`config.mk`:
```
export PLATFORM = sky130hd
export DESIGN_NAME = nvc_ctrl
export DESIGN_NICKNAME = d
export VERILOG_FILES = /design/src/hdl/nvc_ctrl.v
export VERILOG_INCLUDE_DIRS = /design/src /design/src/hdl
export SDC_FILE = /design/constraint.sdc
export NUM_CORES = 1
export LEC_CHECK = 0
export BUFFER_PORTS_ARGS = -buffer_cell sky130_fd_sc_hd__buf_4
export CAP_MARGIN = 20
export CORE_MARGIN = 2
export CORE_UTILIZATION = 55
export CTS_BUF_LIST = sky130_fd_sc_hd__clkbuf_4
export CTS_CLUSTER_DIAMETER = 100
export DETAILED_ROUTE_END_ITERATION = 7
export PLACE_DENSITY = 0.69
export SYNTH_ARGS = -nofsm -noshare
export SYNTH_HDL_FRONTEND = slang
export SYNTH_SLANG_ARGS = --single-unit
```
`constraint.sdc`:
```
create_clock -name mclk_i -period 4.96 [get_ports mclk_i]
set_input_delay 0.248 -clock mclk_i [delete_from_list [all_inputs] [get_ports mclk_i]]
set_output_delay 0.248 -clock mclk_i [all_outputs]
set_load 0.1 [all_outputs]
```
`src/hdl/nvc_consts.vh`:
```
// Constants for the nonvolatile byte store access controller
// Operation
// - 64 bytes, one byte per access
// - Address six bits, upper two read zero
// - Data register eight bits, reset zero
// - Control register at 40H in sector 1
// - Bit 3 program permit, reset zero
// - Bit 2 starts program, self-clears
// - Program trigger ignored without prior permit
// - Bit 1 fetch permit, reset zero
// - Bit 0 starts fetch, self-clears
// - Fetch trigger ignored without prior permit
// - Data holds fetched byte until next op
// - Program time from asynchronous internal timer; code also ends it after PROG_CYC clocks, whichever comes first
// - Power-on clears permit and pointer high bytes
// - Program end sets done and multi flags
// - Irq needs own, multi and global enables
// - Service clears multi flag only
`ifndef NVC_CONSTS_VH
`define NVC_CONSTS_VH
`define NVC_DEPTH        64
`define NVC_AW           6
`define NVC_SEC0         1'b0
`define NVC_SEC1         1'b1
`define NVC_OFS_ADDR     8'h00
`define NVC_OFS_DATA     8'h01
`define NVC_OFS_CTRL     8'h40
`define NVC_SEC_CTRL     1'b1
`define NVC_BIT_PPERMIT  3
`define NVC_BIT_PTRIG    2
`define NVC_BIT_FPERMIT  1
`define NVC_BIT_FTRIG    0
`define NVC_PROG_NS      4000000
`define NVC_CLK_NS       20
`define NVC_PROG_CYC     (`NVC_PROG_NS / `NVC_CLK_NS)
`define NVC_FETCH_CYC    2
`define NVC_RST_BYTE     8'h00
`endif

```
`src/hdl/nvc_ctrl.v`:
```
// Nonvolatile byte store access controller with internal cell array
`timescale 1ns/1ns
`include "nvc_consts.vh"
module nvc_ctrl #(
	parameter PROG_CYC  = `NVC_PROG_CYC,   // Program cycle length in clocks
	parameter FETCH_CYC = `NVC_FETCH_CYC   // Fetch cycle length in clocks
) (
	input  wire       mclk_i,            // System clock
	input  wire       rst_i,             // Async reset, active high
	input  wire       sec_i,             // Sector select of access
	input  wire [7:0] addr_i,            // Register offset within sector
	input  wire       wr_i,              // Register write strobe
	input  wire [7:0] wdata_i,           // Write data
	output wire [7:0] rdata_o,           // Read data, registered: valid one clock after the select
	input  wire       timer_done_i,      // Async program timer done pulse
	input  wire       nvm_done_irq_enable_i, // Own enable
	input  wire       multi_irq_enable_i,    // Multi-function enable
	input  wire       global_irq_enable_i,   // Global enable
	input  wire       irq_ack_i,         // Interrupt service strobe
	input  wire       done_flag_clr_i,   // Software clear of done flag
	output reg        nvm_done_flag_o,   // Done request flag
	output reg        multi_flag_o,      // Multi-function request flag
	output wire       irq_o,             // Interrupt request to core
	output wire       busy_o             // Cycle in progress
);
	// Cell array, register file and cycle sequencer share one clock;
	// only the program timer done pulse arrives from outside it.
	// Software must not stop the clock while busy_o is high.
	localparam ST_IDLE  = 3'b001;
	localparam ST_FETCH = 3'b010;
	localparam ST_PROG  = 3'b100;
	localparam SEL_NONE = 2'h0;
	localparam SEL_ADDR = 2'h1;
	localparam SEL_DATA = 2'h2;
	localparam SEL_CTRL = 2'h3;

	reg [7:0]            mem_reg [0:`NVC_DEPTH-1];
	reg [`NVC_AW-1:0]    addr_reg;
	reg [7:0]            data_reg;
	reg                  pperm_reg;
	reg                  fperm_reg;
	reg [2:0]            state_reg;
	reg [31:0]           cnt_reg;
	reg [`NVC_AW-1:0]    cap_addr_reg;
	reg [7:0]            cap_data_reg;
	reg                  tsync1_reg;
	reg                  tsync2_reg;
	reg                  tsync3_reg;
	integer              i;
	integer              j;
	reg [`NVC_DEPTH-1:0] row_sel;
	reg [7:0]            rdata_reg;
	reg [7:0]            rdata_next;
	reg [`NVC_AW-1:0]    addr_next;
	reg [7:0]            data_next;
	reg                  pperm_next;
	reg                  fperm_next;
	reg [2:0]            state_next;
	reg [31:0]           cnt_next;
	reg [`NVC_AW-1:0]    cap_addr_next;
	reg [7:0]            cap_data_next;
	reg                  done_flag_next;
	reg                  multi_flag_next;

	function hit;
		input       sec;
		input [7:0] ofs;
		input       fsec;
		input [7:0] fofs;
		begin
			hit = (sec == fsec) && (ofs == fofs);
		end
	endfunction

	// Which register a select names; shared by the write and read paths
	function [1:0] reg_sel;
		input       sec;
		input [7:0] ofs;
		begin
			if (hit(sec, ofs, `NVC_SEC0, `NVC_OFS_ADDR))
				reg_sel = SEL_ADDR;
			else if (hit(sec, ofs, `NVC_SEC0, `NVC_OFS_DATA))
				reg_sel = SEL_DATA;
			else if (hit(sec, ofs, `NVC_SEC_CTRL, `NVC_OFS_CTRL))
				reg_sel = SEL_CTRL;
			else
				reg_sel = SEL_NONE;
		end
	endfunction

	// Terminal count of a cycle counter that starts at zero
	function at_last;
		input [31:0] cnt;
		input [31:0] len;
		begin
			at_last = (cnt == len - 32'h1);
		end
	endfunction

	// Control byte: upper four bits unimplemented and read zero
	function [7:0] ctrl_pack;
		input pperm;
		input ptrig;
		input fperm;
		input ftrig;
		begin
			ctrl_pack = {4'h0, pperm, ptrig, fperm, ftrig};
		end
	endfunction

	wire [1:0] sel = reg_sel(sec_i, addr_i);
	wire wr_addr = wr_i && (sel == SEL_ADDR);
	wire wr_data = wr_i && (sel == SEL_DATA);
	wire wr_ctrl = wr_i && (sel == SEL_CTRL);
	wire idle    = state_reg == ST_IDLE;
	// Trigger counts only if its permit was set before this write and only
	// from idle; both at once is refused in favour of programming
	reg go_prog;
	reg go_fetch;
	always @* begin
		go_prog  = 1'b0;
		go_fetch = 1'b0;
		if (wr_ctrl && idle) begin
			if (wdata_i[`NVC_BIT_PTRIG] && pperm_reg)
				go_prog = 1'b1;
			else if (wdata_i[`NVC_BIT_FTRIG] && fperm_reg)
				go_fetch = 1'b1;
		end
	end
	wire tdone    = tsync2_reg && !tsync3_reg;
	wire prog_end = (state_reg == ST_PROG) &&
		(at_last(cnt_reg, PROG_CYC) || tdone);
	wire fetch_end = (state_reg == ST_FETCH) && at_last(cnt_reg, FETCH_CYC);

	wire [7:0] ctrl_val = ctrl_pack(pperm_reg, state_reg == ST_PROG,
		fperm_reg, state_reg == ST_FETCH);

	assign rdata_o = rdata_reg;
	assign irq_o  = multi_flag_o && nvm_done_irq_enable_i && multi_irq_enable_i
		&& global_irq_enable_i;
	assign busy_o = !idle;

	// Read port is a flip-flop: the byte appears one clock after the select
	always @* begin
		case (sel)
			SEL_ADDR: rdata_next = {2'b00, addr_reg};
			SEL_DATA: rdata_next = data_reg;
			SEL_CTRL: rdata_next = ctrl_val;
			default:  rdata_next = 8'h00;
		endcase
	end

	always @(posedge mclk_i or posedge rst_i) begin
		if (rst_i)
			rdata_reg <= 8'h00;
		else
			rdata_reg <= rdata_next;
	end

	// Timer pulse is from another clock domain, so synchronise first
	always @(posedge mclk_i or posedge rst_i) begin
		if (rst_i) begin
			tsync1_reg <= 1'b0;
			tsync2_reg <= 1'b0;
		end else begin
			tsync1_reg <= timer_done_i;
			tsync2_reg <= tsync1_reg;
		end
	end

	// Edge detector idles low like the pin, so no false end after reset
	always @(posedge mclk_i or posedge rst_i) begin
		if (rst_i)
			tsync3_reg <= 1'b0;
		else
			tsync3_reg <= tsync2_reg;
	end

	// Software side registers: address and the two permit bits
	always @* begin
		addr_next  = addr_reg;
		pperm_next = pperm_reg;
		fperm_next = fperm_reg;
		// Address may move mid-cycle; the cycle works on its captured copy
		if (wr_addr)
			addr_next = wdata_i[`NVC_AW-1:0];
		// Permit bits follow every control write, trigger writes too
		if (wr_ctrl) begin
			pperm_next = wdata_i[`NVC_BIT_PPERMIT];
			fperm_next = wdata_i[`NVC_BIT_FPERMIT];
		end
	end

	always @(posedge mclk_i or posedge rst_i) begin
		if (rst_i) begin
			addr_reg  <= {`NVC_AW{1'b0}};
			pperm_reg <= 1'b0;
			fperm_reg <= 1'b0;
		end else begin
			addr_reg  <= addr_next;
			pperm_reg <= pperm_next;
			fperm_reg <= fperm_next;
		end
	end

	// Cycle sequencer; data register lives here as fetch results land in it
	always @* begin
		state_next    = state_reg;
		cnt_next      = cnt_reg;
		cap_addr_next = cap_addr_reg;
		cap_data_next = cap_data_reg;
		data_next     = data_reg;
		// Data writes during a cycle are dropped so a fetch result is not lost
		if (wr_data && idle)
			data_next = wdata_i;
		case (state_reg)
			ST_IDLE: begin
				// Counter restarts at zero for every cycle
				cnt_next = 32'h0;
				if (go_prog) begin
					cap_addr_next = addr_reg;
					cap_data_next = data_reg;
					state_next    = ST_PROG;
				end else if (go_fetch) begin
					cap_addr_next = addr_reg;
					state_next    = ST_FETCH;
				end
			end
			ST_PROG: begin
				cnt_next = cnt_reg + 32'h1;
				if (prog_end)
					state_next = ST_IDLE;
			end
			ST_FETCH: begin
				cnt_next = cnt_reg + 32'h1;
				if (fetch_end) begin
					data_next  = mem_reg[cap_addr_reg];
					state_next = ST_IDLE;
				end
			end
			default: begin
				cnt_next   = 32'h0;
				state_next = ST_IDLE;
			end
		endcase
	end

	// Captured copies reset too, so a stray end never writes garbage
	always @(posedge mclk_i or posedge rst_i) begin
		if (rst_i) begin
			state_reg    <= ST_IDLE;
			cnt_reg      <= 32'h0;
			cap_addr_reg <= {`NVC_AW{1'b0}};
			cap_data_reg <= `NVC_RST_BYTE;
			data_reg     <= `NVC_RST_BYTE;
		end else begin
			state_reg    <= state_next;
			cnt_reg      <= cnt_next;
			cap_addr_reg <= cap_addr_next;
			cap_data_reg <= cap_data_next;
			data_reg     <= data_next;
		end
	end

	// One-hot row select from the captured address; one byte per access
	always @* begin
		for (j = 0; j < `NVC_DEPTH; j = j + 1)
			row_sel[j] = prog_end && (cap_addr_reg == j[`NVC_AW-1:0]);
	end

	// Cell array: no reset, contents are nonvolatile
	always @(posedge mclk_i) begin
		for (i = 0; i < `NVC_DEPTH; i = i + 1)
			if (row_sel[i])
				mem_reg[i] <= cap_data_reg;
	end

	// Set wins over clear on both flags, so an end is never lost
	always @* begin
		done_flag_next  = nvm_done_flag_o;
		multi_flag_next = multi_flag_o;
		if (prog_end) begin
			done_flag_next  = 1'b1;
			multi_flag_next = 1'b1;
		end else begin
			if (done_flag_clr_i)
				done_flag_next  = 1'b0;
			if (irq_ack_i)
				multi_flag_next = 1'b0;
		end
	end

	always @(posedge mclk_i or posedge rst_i) begin
		if (rst_i) begin
			nvm_done_flag_o <= 1'b0;
			multi_flag_o    <= 1'b0;
		end else begin
			nvm_done_flag_o <= done_flag_next;
			multi_flag_o    <= multi_flag_next;
		end
	end
endmodule

```
==> results of run 1 <==
-- per-layer routing --
layer | track usage [%] | up-vias | share of wire (%)
met2 | 41.4 | 804 | 48
met1 | 36.6 | 6788 | 39
met3 | 7.20 | 109 | 9.6
met4 | 11.0 | 0 | 3.1
li1 | - | 5722 | -
met5 | 0 | - | 0
-- timing repair --
item	CTS	global route
hold endpoints to repair	121	0
hold buffers	35	0
gates resized for setup	0	0
-- worst register-to-register path, stage by stage (launching register included) --
cell and delay, ns:
dfrtp_4 1.05, buf_12 0.43, mux4_2 0.55, mux4_2 0.48, nor2_1 0.13, a211oi_1 0.11
a2111oi_2 0.72, a21oi_1 0.08
-- layout by cell type, fill, tap and decap left out, drive strengths merged, types with 25 or more instances in the layout --
| cell type | count |
|---|---|
| nand2 | 72 |
| nor2 | 115 |
| buf | 54 |
| dfrtp | 77 |
| clkinv | 37 |
| clkbuf | 215 |
| mux2 | 25 |
| mux4 | 90 |
| dlygate4sd3 | 35 |
| mux2i | 101 |
| nand3 | 33 |
| edfxtp | 512 |
-- per-stage QoR --
step	setup WS (ns)	util, %	hold slack [ns]
floorplan	2.32	-	0.279
global placement	1.34	57.9	0.292
detailed placement	1.31	57.9	0.292
CTS	1.28	63.4	0.00677
global route	1.10	63.4	0.0651
finish	1.23	63.4	0.0983
-- how the worst min path moves through the flow --
stage / startpoint / endpoint / slack [ns] / cells past startpoint
2_1_floorplan: timer_done_i / tsync1_reg / 0.28 / 0
3_3_place_gp: rst_i / rdata_o[3] / 0.29 / 2
3_5_place_dp: rst_i / rdata_o[1] / 0.29 / 2
4_1_cts: addr_i[0] / rdata_o[3] / 0.007 / 5
5_1_grt: wdata_i[3] / pperm_reg / 0.07 / 3
6_report: addr_i[0] / rdata_o[3] / 0.1 / 5
-- layout make-up --
type | count | area (sq um) | share of cell area [%]
Inverter | 11 | 42.5 | 0.159
Antenna cell | 1 | 2.50 | 0.00937
Timing Repair Buffer | 89 | 781 | 2.92
Clock inverter | 47 | 329 | 1.23
Sequential cell | 590 | 17400 | 65.0
Multi-Input combinational cell | 669 | 5900 | 22.1
Clock buffer | 215 | 1610 | 6.04
Tap cell | 539 | 674 | 2.52
-- kinds of logic (layout without fill, tap and decap cells) --
kind of cell | count (synthesis) | count (layout) | share of synthesized area, %
buffers and inverters | 74 | 362 | 1.65
AND/OR/NAND/NOR | 313 | 313 | 6.51
multiplexers | 216 | 216 | 14.1
other | 0 | 1 | 0
flip-flops | 590 | 590 | 73.4
AO/OA/AOI/OAI | 112 | 112 | 3.27
XOR/XNOR | 26 | 26 | 0.964
adder cells (fa/ha/maj) | 2 | 2 | 0.106
-- where the power goes --
group	switching, uW	leakage (uW)	internal (uW)
sequential	5.03	0.00667	5320
combinational	30.2	0.00198	32.3
clock	1940	0.00116	2260
total	1970	0.00981	7610
==> results.cfg, run 1 <==
[layout]
area_growth_pct = 13.1
largest_reg_flops = 512
n_fill_cell = 2937
nNetsFinal = 1536
final_cells = 2161
design_area_sq_mm = 0.0267
drive_gt1_share_pct = 25.8

[logic_synthesis]
yosysSeqAreaShare_pct = 73.4
async_reset_ff_share_pct = 13.2
synth_seq_cells = 590
yosys.area.top_type_share_pct = 65.1
netlist_instances = 1333
synth.area.top_cells = edfxtp_1 65%, dfrtp_1 8.2%, mux4_2 8.1%, mux2i_1 4.3%, nor2_1 1.8%
ys_dominant_reg_cell = edfxtp_1
synth_warnings = 0
syn_area_sq_mm = 0.0236
synth_area_leader_cell = edfxtp_1
synth_edf_count = 512
synth_area_per_cell_sq_um = 17.7
synth_nets = 1361
yosysMostFrequentCell = edfxtp_1
ys_top_cells_by_count = 512 x edfxtp_1, 115 x nor2_1, 101 x mux2i_1
synth.distinct_cells = 62

[critical_path]
rr_startpoint = cap_addr_reg[1]
r2r_cells = 7
r2r_setup_slack_ns = 1.23
cp_slowest_stage_delay_ns = 1.05
critPathArrivalTime_ns = 4.49
critical_path.cell_chain = buf_12 -> mux4_2 -> mux4_2 -> nor2_1 -> a211oi_1 -> a2111oi_2 -> a21oi_1
path_delay_family = flip-flops
crit_top_cell = mux4_2
crit_end = data_reg[6]
crit_type = reg -> reg
crit_path_start = cap_addr_reg[1]
rr_endpoint = data_reg[6]
worst-path-stages = 7
startpoint_type = register
crit_path_end_kind = register
cp.buffers_inverters = 1
slowest_stage = dfrtp_4
crit_fanout = 58
cp.required_ns = 5.72

[clock_tree]
clk_latency_ns = 0.95
cts_max_path_buffers = 3
clk_pin_slew_ns = 0.07
cts_made_buffers = 147
htree_levels = 4
clockRootBuffer = clkbuf_4
clock_sinks = 590
cts_setup_buffers = 0
cts_tree = yes

[grt]
grt_max_degree = 66
grt_use_total_pct = 26.8
antenna_found_initial = 1
grt_pass1_wl_mm = 85.4
grt_overflow_total = 0
grt_pass1_vias = 13499

[floorplanning]
num_rows = 75
dieArea_sq_mm = 0.0446
design.core.area_sq_mm = 0.0421
die_h_um = 211
ios = 38
die_w_um = 211
initial_utilization_pct = 56.1

[min_path]
hold_class = in -> reg

[power_and_ir_drop]
p_leak_uw = 0.00981
total_power_uw = 9580
vdd_drop_max_v = 0.000197
powerDensity_mw_per_mm2 = 359

[sta]
period_share_pct = 75.1
clock.fmax_mhz = 268
finalMaxSlewViolations = 0
timing.final.hold_violations = 0
setup_violations = 0
max_slew.worst_pin.slew_ns = 1.03
period_needed_ns = 3.73
rsz0062_at_grt = no
fin_skew_ns = 0.0475
slew_headroom_pct = 31.4
fin_tns_setup_ns = 0

[route]
firstDrtPassIters = 5
drt-total-wl_mm = 57.7
drc = 0
detail_route.vias_per_cell = 6.21
routedWlPerCell_um = 26.7
initialDrtViolationCount = 1562
vias = 13423
postRouteAntennaNets = 0

[run_status]
status = completed

[place]
port_buffers = 37
dp_cells = 1863
place.gp.congestion = 0.858
dp_hpwl_mm = 34.4
placedInstanceArea_sq_mm = 0.0244

[run]
cap_violations = 0
Note: power is estimated with default switching activity, not from simulation.
==> run 2: changes to the inputs <==
--- a/config.mk
+++ b/config.mk
@@ -13,7 +13,7 @@
 export CTS_BUF_LIST = sky130_fd_sc_hd__clkbuf_4
 export CTS_CLUSTER_DIAMETER = 100
 export DETAILED_ROUTE_END_ITERATION = 7
-export PLACE_DENSITY = 0.69
+export PLACE_DENSITY = 0.72
 export SYNTH_ARGS = -nofsm -noshare
 export SYNTH_HDL_FRONTEND = slang
 export SYNTH_SLANG_ARGS = --single-unit
==> constraint.sdc (replaced) <==
create_clock -name mclk_i -period 3.4 [get_ports mclk_i]
set_input_delay 0.17 -clock mclk_i [delete_from_list [all_inputs] [get_ports mclk_i]]
set_output_delay 0.17 -clock mclk_i [all_outputs]
set_load 0.1 [all_outputs]
==> run 2 against run 1 <==
Non-clock buffer count up 96. Power up 43%. Critical path type unchanged. Cell count up 3.8%. Core utilization up 1.5 points. Sequential power up 46%. Design area up 2.4%. Worst setup slack worse by 0.92 ns. Global-route usage down 0.88 points.
==> results.cfg, run 2 (same netlist as run 1, synthesis figures left out) <==
[layout]
area_growth_pct = 15.8
drive_gt1_share_pct = 30.0
largest_reg_flops = 512
nNetsFinal = 1630
layout_commonest_cell = edfxtp_1
final_cell_mix = 512 x edfxtp_1, 211 x clkbuf_4, 151 x buf_4, 114 x nor2_1, 101 x mux2i_1
final_cells = 2243

[clock_tree]
cts_made_buffers = 145
clockRootBuffer = clkbuf_4
clk_latency_ns = 0.88
clock_sinks = 590
cts_setup_buffers = 0
cts_max_path_buffers = 3
clk_pin_slew_ns = 0.06
htree_levels = 4
cts_tree = yes
cts_resized = 0

[min_path]
hold_class = in -> reg

[place]
dp_cells = 1964
port_buffers = 37
place.gp.congestion = 0.908
dp_hpwl_mm = 35.2

[power_and_ir_drop]
netSwitchingPower_uw = 2780
vdd_drop_max_v = 0.000330
internal_power_uw = 11000
p_sw_share_pct = 20.2
powerDensity_mw_per_mm2 = 503
pwr-share-comb_pct = 0.6
p_seq_share_pct = 56.6
pwr-share-clk_pct = 42.8
p_leak_uw = 0.0103

[grt]
antenna_found_initial = 1
grt_max_degree = 66
grt_use_total_pct = 25.9
grt_pass1_wl_mm = 83.9
grt_pass1_vias = 13878
grt_overflow_total = 0

[floorplanning]
die_w_um = 211
ios = 38
design.core.area_sq_mm = 0.0421
die_h_um = 211
num_rows = 75
dieArea_sq_mm = 0.0446
initial_utilization_pct = 56.1

[route]
vias = 13617
initialDrtViolationCount = 1557
drt-total-wl_mm = 55.8
drc = 0
detail_route.vias_per_cell = 6.07
postRouteAntennaNets = 0
firstDrtPassIters = 8
routedWlPerCell_um = 24.9

[critical_path]
critical_path.cell_chain = ha_1 -> nand4_1 -> or2_1 -> o41ai_2 -> and2_2 -> nand3_2 -> nor2_1 -> buf_4
slowest_stage = dfrtp_1
critPathArrivalTime_ns = 3.63
cp.required_ns = 3.95
crit_type = reg -> reg
crit_fanout = 16
startpoint_type = register
path_delay_family = simple AND/OR/NAND/NOR gates
cp_slowest_stage_delay_ns = 0.42
cp.buffers_inverters = 1
crit_path_end_kind = register

[sta]
finalMaxSlewViolations = 0
slew_headroom_pct = 35.3
period_share_pct = 90.7
fin_skew_ns = 0.0598
rsz0062_at_grt = no
max_slew.worst_pin.slew_ns = 0.969
period_needed_ns = 3.08
setup_violations = 0
fin_tns_setup_ns = 0
timing.final.hold_violations = 0
clock.fmax_mhz = 324

[run]
cap_violations = 0

[run_status]
status = completed
==> run 2: cell types whose count changed in the layout (fill, tap and decap cells not counted), sizes merged <==
cell and delta:
bufinv -1, clkinv -12, clkbuf -4, buf +101, dlygate4sd3 -5, inv +2, clkinvlp +1
==> run 2: metrics by stage <==
step / total power (uW) / util [%] / hold slack [ns] / setup WS, ns / instance area (sq um)
after floorplan: 7950 / - / 0.201 / 0.756 / 23600
after global placement: 7990 / 59.8 / 0.273 / 0.470 / 25200
after detailed placement: 8000 / 59.8 / 0.282 / 0.387 / 25200
after CTS: 13900 / 64.9 / 0.0541 / 0.362 / 27300
after global routing: 14300 / 64.9 / 0.0719 / 0.158 / 27300
final: 13700 / 64.9 / 0.141 / 0.315 / 27300
==> run 2: final timing paths <==
path / from / to / slack, ns / depth (start not counted)
max in group asynchronous: rst_i / cap_addr_reg[1] / 2.07 / 5
setup reg to reg: cnt_reg[0] / mem_reg[53][7] / 0.32 / 8
hold / removal: addr_i[5] / state_reg[0] / 0.14 / 7
setup / recovery: cnt_reg[0] / mem_reg[53][7] / 0.32 / 8
hold reg to reg: tsync1_reg / tsync2_reg / 0.34 / 0
min in group asynchronous: rst_i / cnt_reg[15] / 0.52 / 4
==> run 2: cell type report <==
| cell class | instances | area [sq um] |
|---|---|---|
| multi-input combinational | 669 | 5900 |
| clock inverter | 37 | 272 |
| inverter | 11 | 42.5 |
| fill | 2883 | 14800 |
| sequential | 590 | 17400 |
| clock buffer | 211 | 1580 |
| tap | 539 | 674 |
| timing repair buffer | 185 | 1510 |
| antenna | 1 | 2.50 |
==> run 2: metal layers <==
metal	share of wire (%)	vias up	GRT usage (%)
met5	0	-	0
met4	3.4	0	11.7
met3	8.5	127	6.04
li1	-	5894	-
met1	41	6867	36.4
met2	47	729	39.3
==> run 2: repair_timing <==
action / CTS / global route
endpoints found under the setup margin: 0 / 0
endpoints found under the hold margin: 121 / 0
hold buffers: 30 / 0
==> run 2: tightest hold or removal path, cell delays in order <==
cell,delay (ns)
buf_4,0.07
or4_4,0.13
nor4_2,0.04
and3_1,0.21
nand3_2,0.19
nand2_1,0.08
nand2_1,0.06
==> run 2: power groups by stage <==
stage	Clock, uW	Combinational (uW)	Sequential [uW]
detailed placement	0	67.3	7930
global placement	0	65.7	7930
CTS	6020	88.8	7770
finish	5890	87.3	7770
floorplan	0	25.4	7930
global route	6400	94.9	7770
==> run 3: changes to the inputs <==
--- a/config.mk
+++ b/config.mk
@@ -6,6 +6,7 @@
 export SDC_FILE = /design/constraint.sdc
 export NUM_CORES = 1
 export LEC_CHECK = 0
+export ABC_AREA = 1
 export BUFFER_PORTS_ARGS = -buffer_cell sky130_fd_sc_hd__buf_4
 export CAP_MARGIN = 20
 export CORE_MARGIN = 2
==> run 3 against run 2 <==
Power grew 57%. Cell count up 53%. Clock power is 1% lower. Synthesized area grew 7.1%. Non-clock buffer count is 1 higher. Synthesized cell count is 86% higher. Global-route usage rose by 3.9 points. Flip-flop and latch count did not move. Fmax decreased by 2.4%. Critical path type is now in -> reg. Largest cell class unchanged.
==> results.cfg, run 3 <==
[logic_synthesis]
synth.area.top_cells = edfxtp_1 61%, nand2_1 19%, dfrtp_1 7.6%, nor2_1 2.5%, buf_2 1.2%
netlist_instances = 2485
syn_area_sq_mm = 0.0253
yosys.area.top_type_share_pct = 60.8
synth_seq_cells = 590
async_reset_ff_share_pct = 13.2
ys_dominant_reg_cell = edfxtp_1
yosysMostFrequentCell = nand2_1
yosysSeqAreaShare_pct = 68.5
synth.distinct_cells = 44
synth_area_leader_cell = edfxtp_1
ys_top_cells_by_count = 1281 x nand2_1, 512 x edfxtp_1, 166 x nor2_1
synth_nets = 2513
synth_warnings = 0
synth_edf_count = 512
synth_area_per_cell_sq_um = 10.2

[sta]
finalMaxSlewViolations = 0
fin_tns_setup_ns = 0
rsz0062_at_grt = no
period_share_pct = 93.0
setup_slack_ns = 0.238
slew_headroom_pct = 31.8
setup_violations = 0
period_needed_ns = 3.16
max_slew.worst_pin.slew_ns = 1.02
fin_skew_ns = 0.0580
clock.fmax_mhz = 316
timing.final.hold_violations = 0

[clock_tree]
cts_tree = yes
clk_pin_slew_ns = 0.07
cts_hold_buf = 51
clockRootBuffer = clkbuf_4
cts_resized = 0
clk_latency_ns = 0.98
htree_levels = 4
clock_sinks = 590
cts_setup_buffers = 0
cts_max_path_buffers = 3
cts_made_buffers = 150

[power_and_ir_drop]
p_sw_share_pct = 38.4
p_seq_share_pct = 43.4
powerDensity_mw_per_mm2 = 746
netSwitchingPower_uw = 8290
pwr-share-comb_pct = 29.6
internal_power_uw = 13300
vdd_drop_max_v = 0.000551
p_leak_uw = 0.0120
pwr-share-clk_pct = 26.9

[min_path]
hold_class = in -> reg

[critical_path]
startpoint_type = input pin
crit_top_cell = dlygate4sd3_1
cp.buffers_inverters = 5
crit_path_end_kind = register
critical_path.cell_chain = dlygate4sd3_1 -> buf_4 -> nor2_2 -> dlygate4sd3_1 -> nand2_1 -> nor2_2 -> nor2_2 -> dlygate4sd3_1 -> nor3_4 -> dlygate4sd3_1 -> nand3_4 -> nand2_1 -> o21ai_2
cp.required_ns = 4.23
crit_type = in -> reg
cp_slowest_stage_delay_ns = 0.81
slowest_stage = dlygate4sd3_1
crit_fanout = 17
path_delay_family = buffers and inverters
critPathArrivalTime_ns = 3.99

[route]
detail_route.vias_per_cell = 5.53
routedWlPerCell_um = 20.1
vias = 18953
drc = 0
initialDrtViolationCount = 2347
postRouteAntennaNets = 0
firstDrtPassIters = 8
drt-total-wl_mm = 69.0

[layout]
largest_reg_flops = 512
layout_commonest_cell = nand2_1
seq_area_sq_mm = 0.0173
final_cell_mix = 1281 x nand2_1, 512 x edfxtp_1, 211 x clkbuf_4, 165 x nor2_1, 132 x buf_4
multi_input_area_sq_mm = 0.00716
n_fill_cell = 3596
area_growth_pct = 14.4
nNetsFinal = 2752
drive_gt1_share_pct = 15.0

[floorplanning]
design.core.area_sq_mm = 0.0454
die_w_um = 218
num_rows = 78
die_h_um = 218
initial_utilization_pct = 55.8
dieArea_sq_mm = 0.0477
ios = 38

[place]
post-place-ws_ns = 0.627
port_buffers = 37
dp_hpwl_mm = 42.6
place.gp.congestion = 0.911

[grt]
grt_pass1_vias = 18873
grt_use_total_pct = 29.8
grt_max_degree = 62
grt_overflow_total = 0
grt_pass1_wl_mm = 106
antenna_found_initial = 2

[run]
cap_violations = 0

[run_status]
status = completed
run 3: cell types whose count changed after synthesis, moves of 17 or more:
cell,before,now
a22oi_1,22,0
nand3_1,31,59
nor2_1,115,166
inv_1,11,72
mux4_2,85,0
nand2_1,70,1281
o21ai_0,20,37
mux2i_1,101,0
buf_2,26,61
run 3: tightest hold or removal path: stages:
cell,delay (ns)
dlygate4sd3_1,0.54
buf_4,0.13
or2_2,0.10
a21oi_1,0.05
nor2_1,0.10
run 3: final timing paths:
kind / from / end / slack, ns / depth (start not counted)
max in group asynchronous: rst_i / cnt_reg[11] / 2.04 / 5
worst min-delay path: wdata_i[2] / data_reg[2] / 0.17 / 5
min in group asynchronous: rst_i / state_reg[1] / 0.48 / 4
worst max register to register: cnt_reg[0] / mem_reg[41][1] / 0.54 / 9
worst min register to register: tsync1_reg / tsync2_reg / 0.38 / 0
worst max-delay path: addr_i[2] / cap_data_reg[4] / 0.24 / 13
run 3: area by class of cell:
type                    count  area share, %
diodes                      2         0.0173
clock buffers             211           5.47
clock inverters            42          0.787
inverters                  79           1.05
multi-input cells        1717           24.7
flip-flops and latches    590           59.9
well taps                 600           2.59
repair buffers            186           5.40
run 3: power by group through the flow:
stage               logic, uW  clock network (uW)  registers, uW
floorplan                3950                   0           9250
global placement         6140                   0           9500
detailed placement       6220                   0           9520
CTS                      6280                5890           9370
global route             6970                6270           9410
finish                   6400                5810           9370
run 3: cell families after synthesis:
family          Yosys count  share of synthesized area (%)
fa+ha+maj                 2                         0.0989
xor+xnor                 12                          0.415
simple gates           1602                           25.4
buf+inv                 178                           3.23
flops                   590                           68.5
compound gates          101                           2.40
run 3: metrics by stage:
stage | power (uW) | instances | utilization (%) | area (sq um) | hold slack [ns]
final | 21600 | 3427 | 63.8 | 28900 | 0.174
after global routing | 22700 | 3426 | 63.8 | 28900 | 0.150
after CTS | 21500 | 3425 | 63.8 | 28900 | 0.0642
after detailed placement | 15700 | 3121 | 58.6 | 26600 | 0.287
after global placement | 15600 | 3121 | 58.6 | 26600 | 0.283
after floorplan | 13200 | 2485 | - | 25300 | 0.201
run 3: per-layer routing:
metal / share of wire (%) / wire (um) / vias to the layer above / global-route usage, %
li1: - / - / 8734 / -
met1: 40 / 27500 / 9044 / 39.5
met2: 48 / 33100 / 1021 / 47.7
met3: 9.1 / 6250 / 154 / 6.82
met4: 3.1 / 2120 / 0 / 12.7
met5: 0 / 0 / - / 0
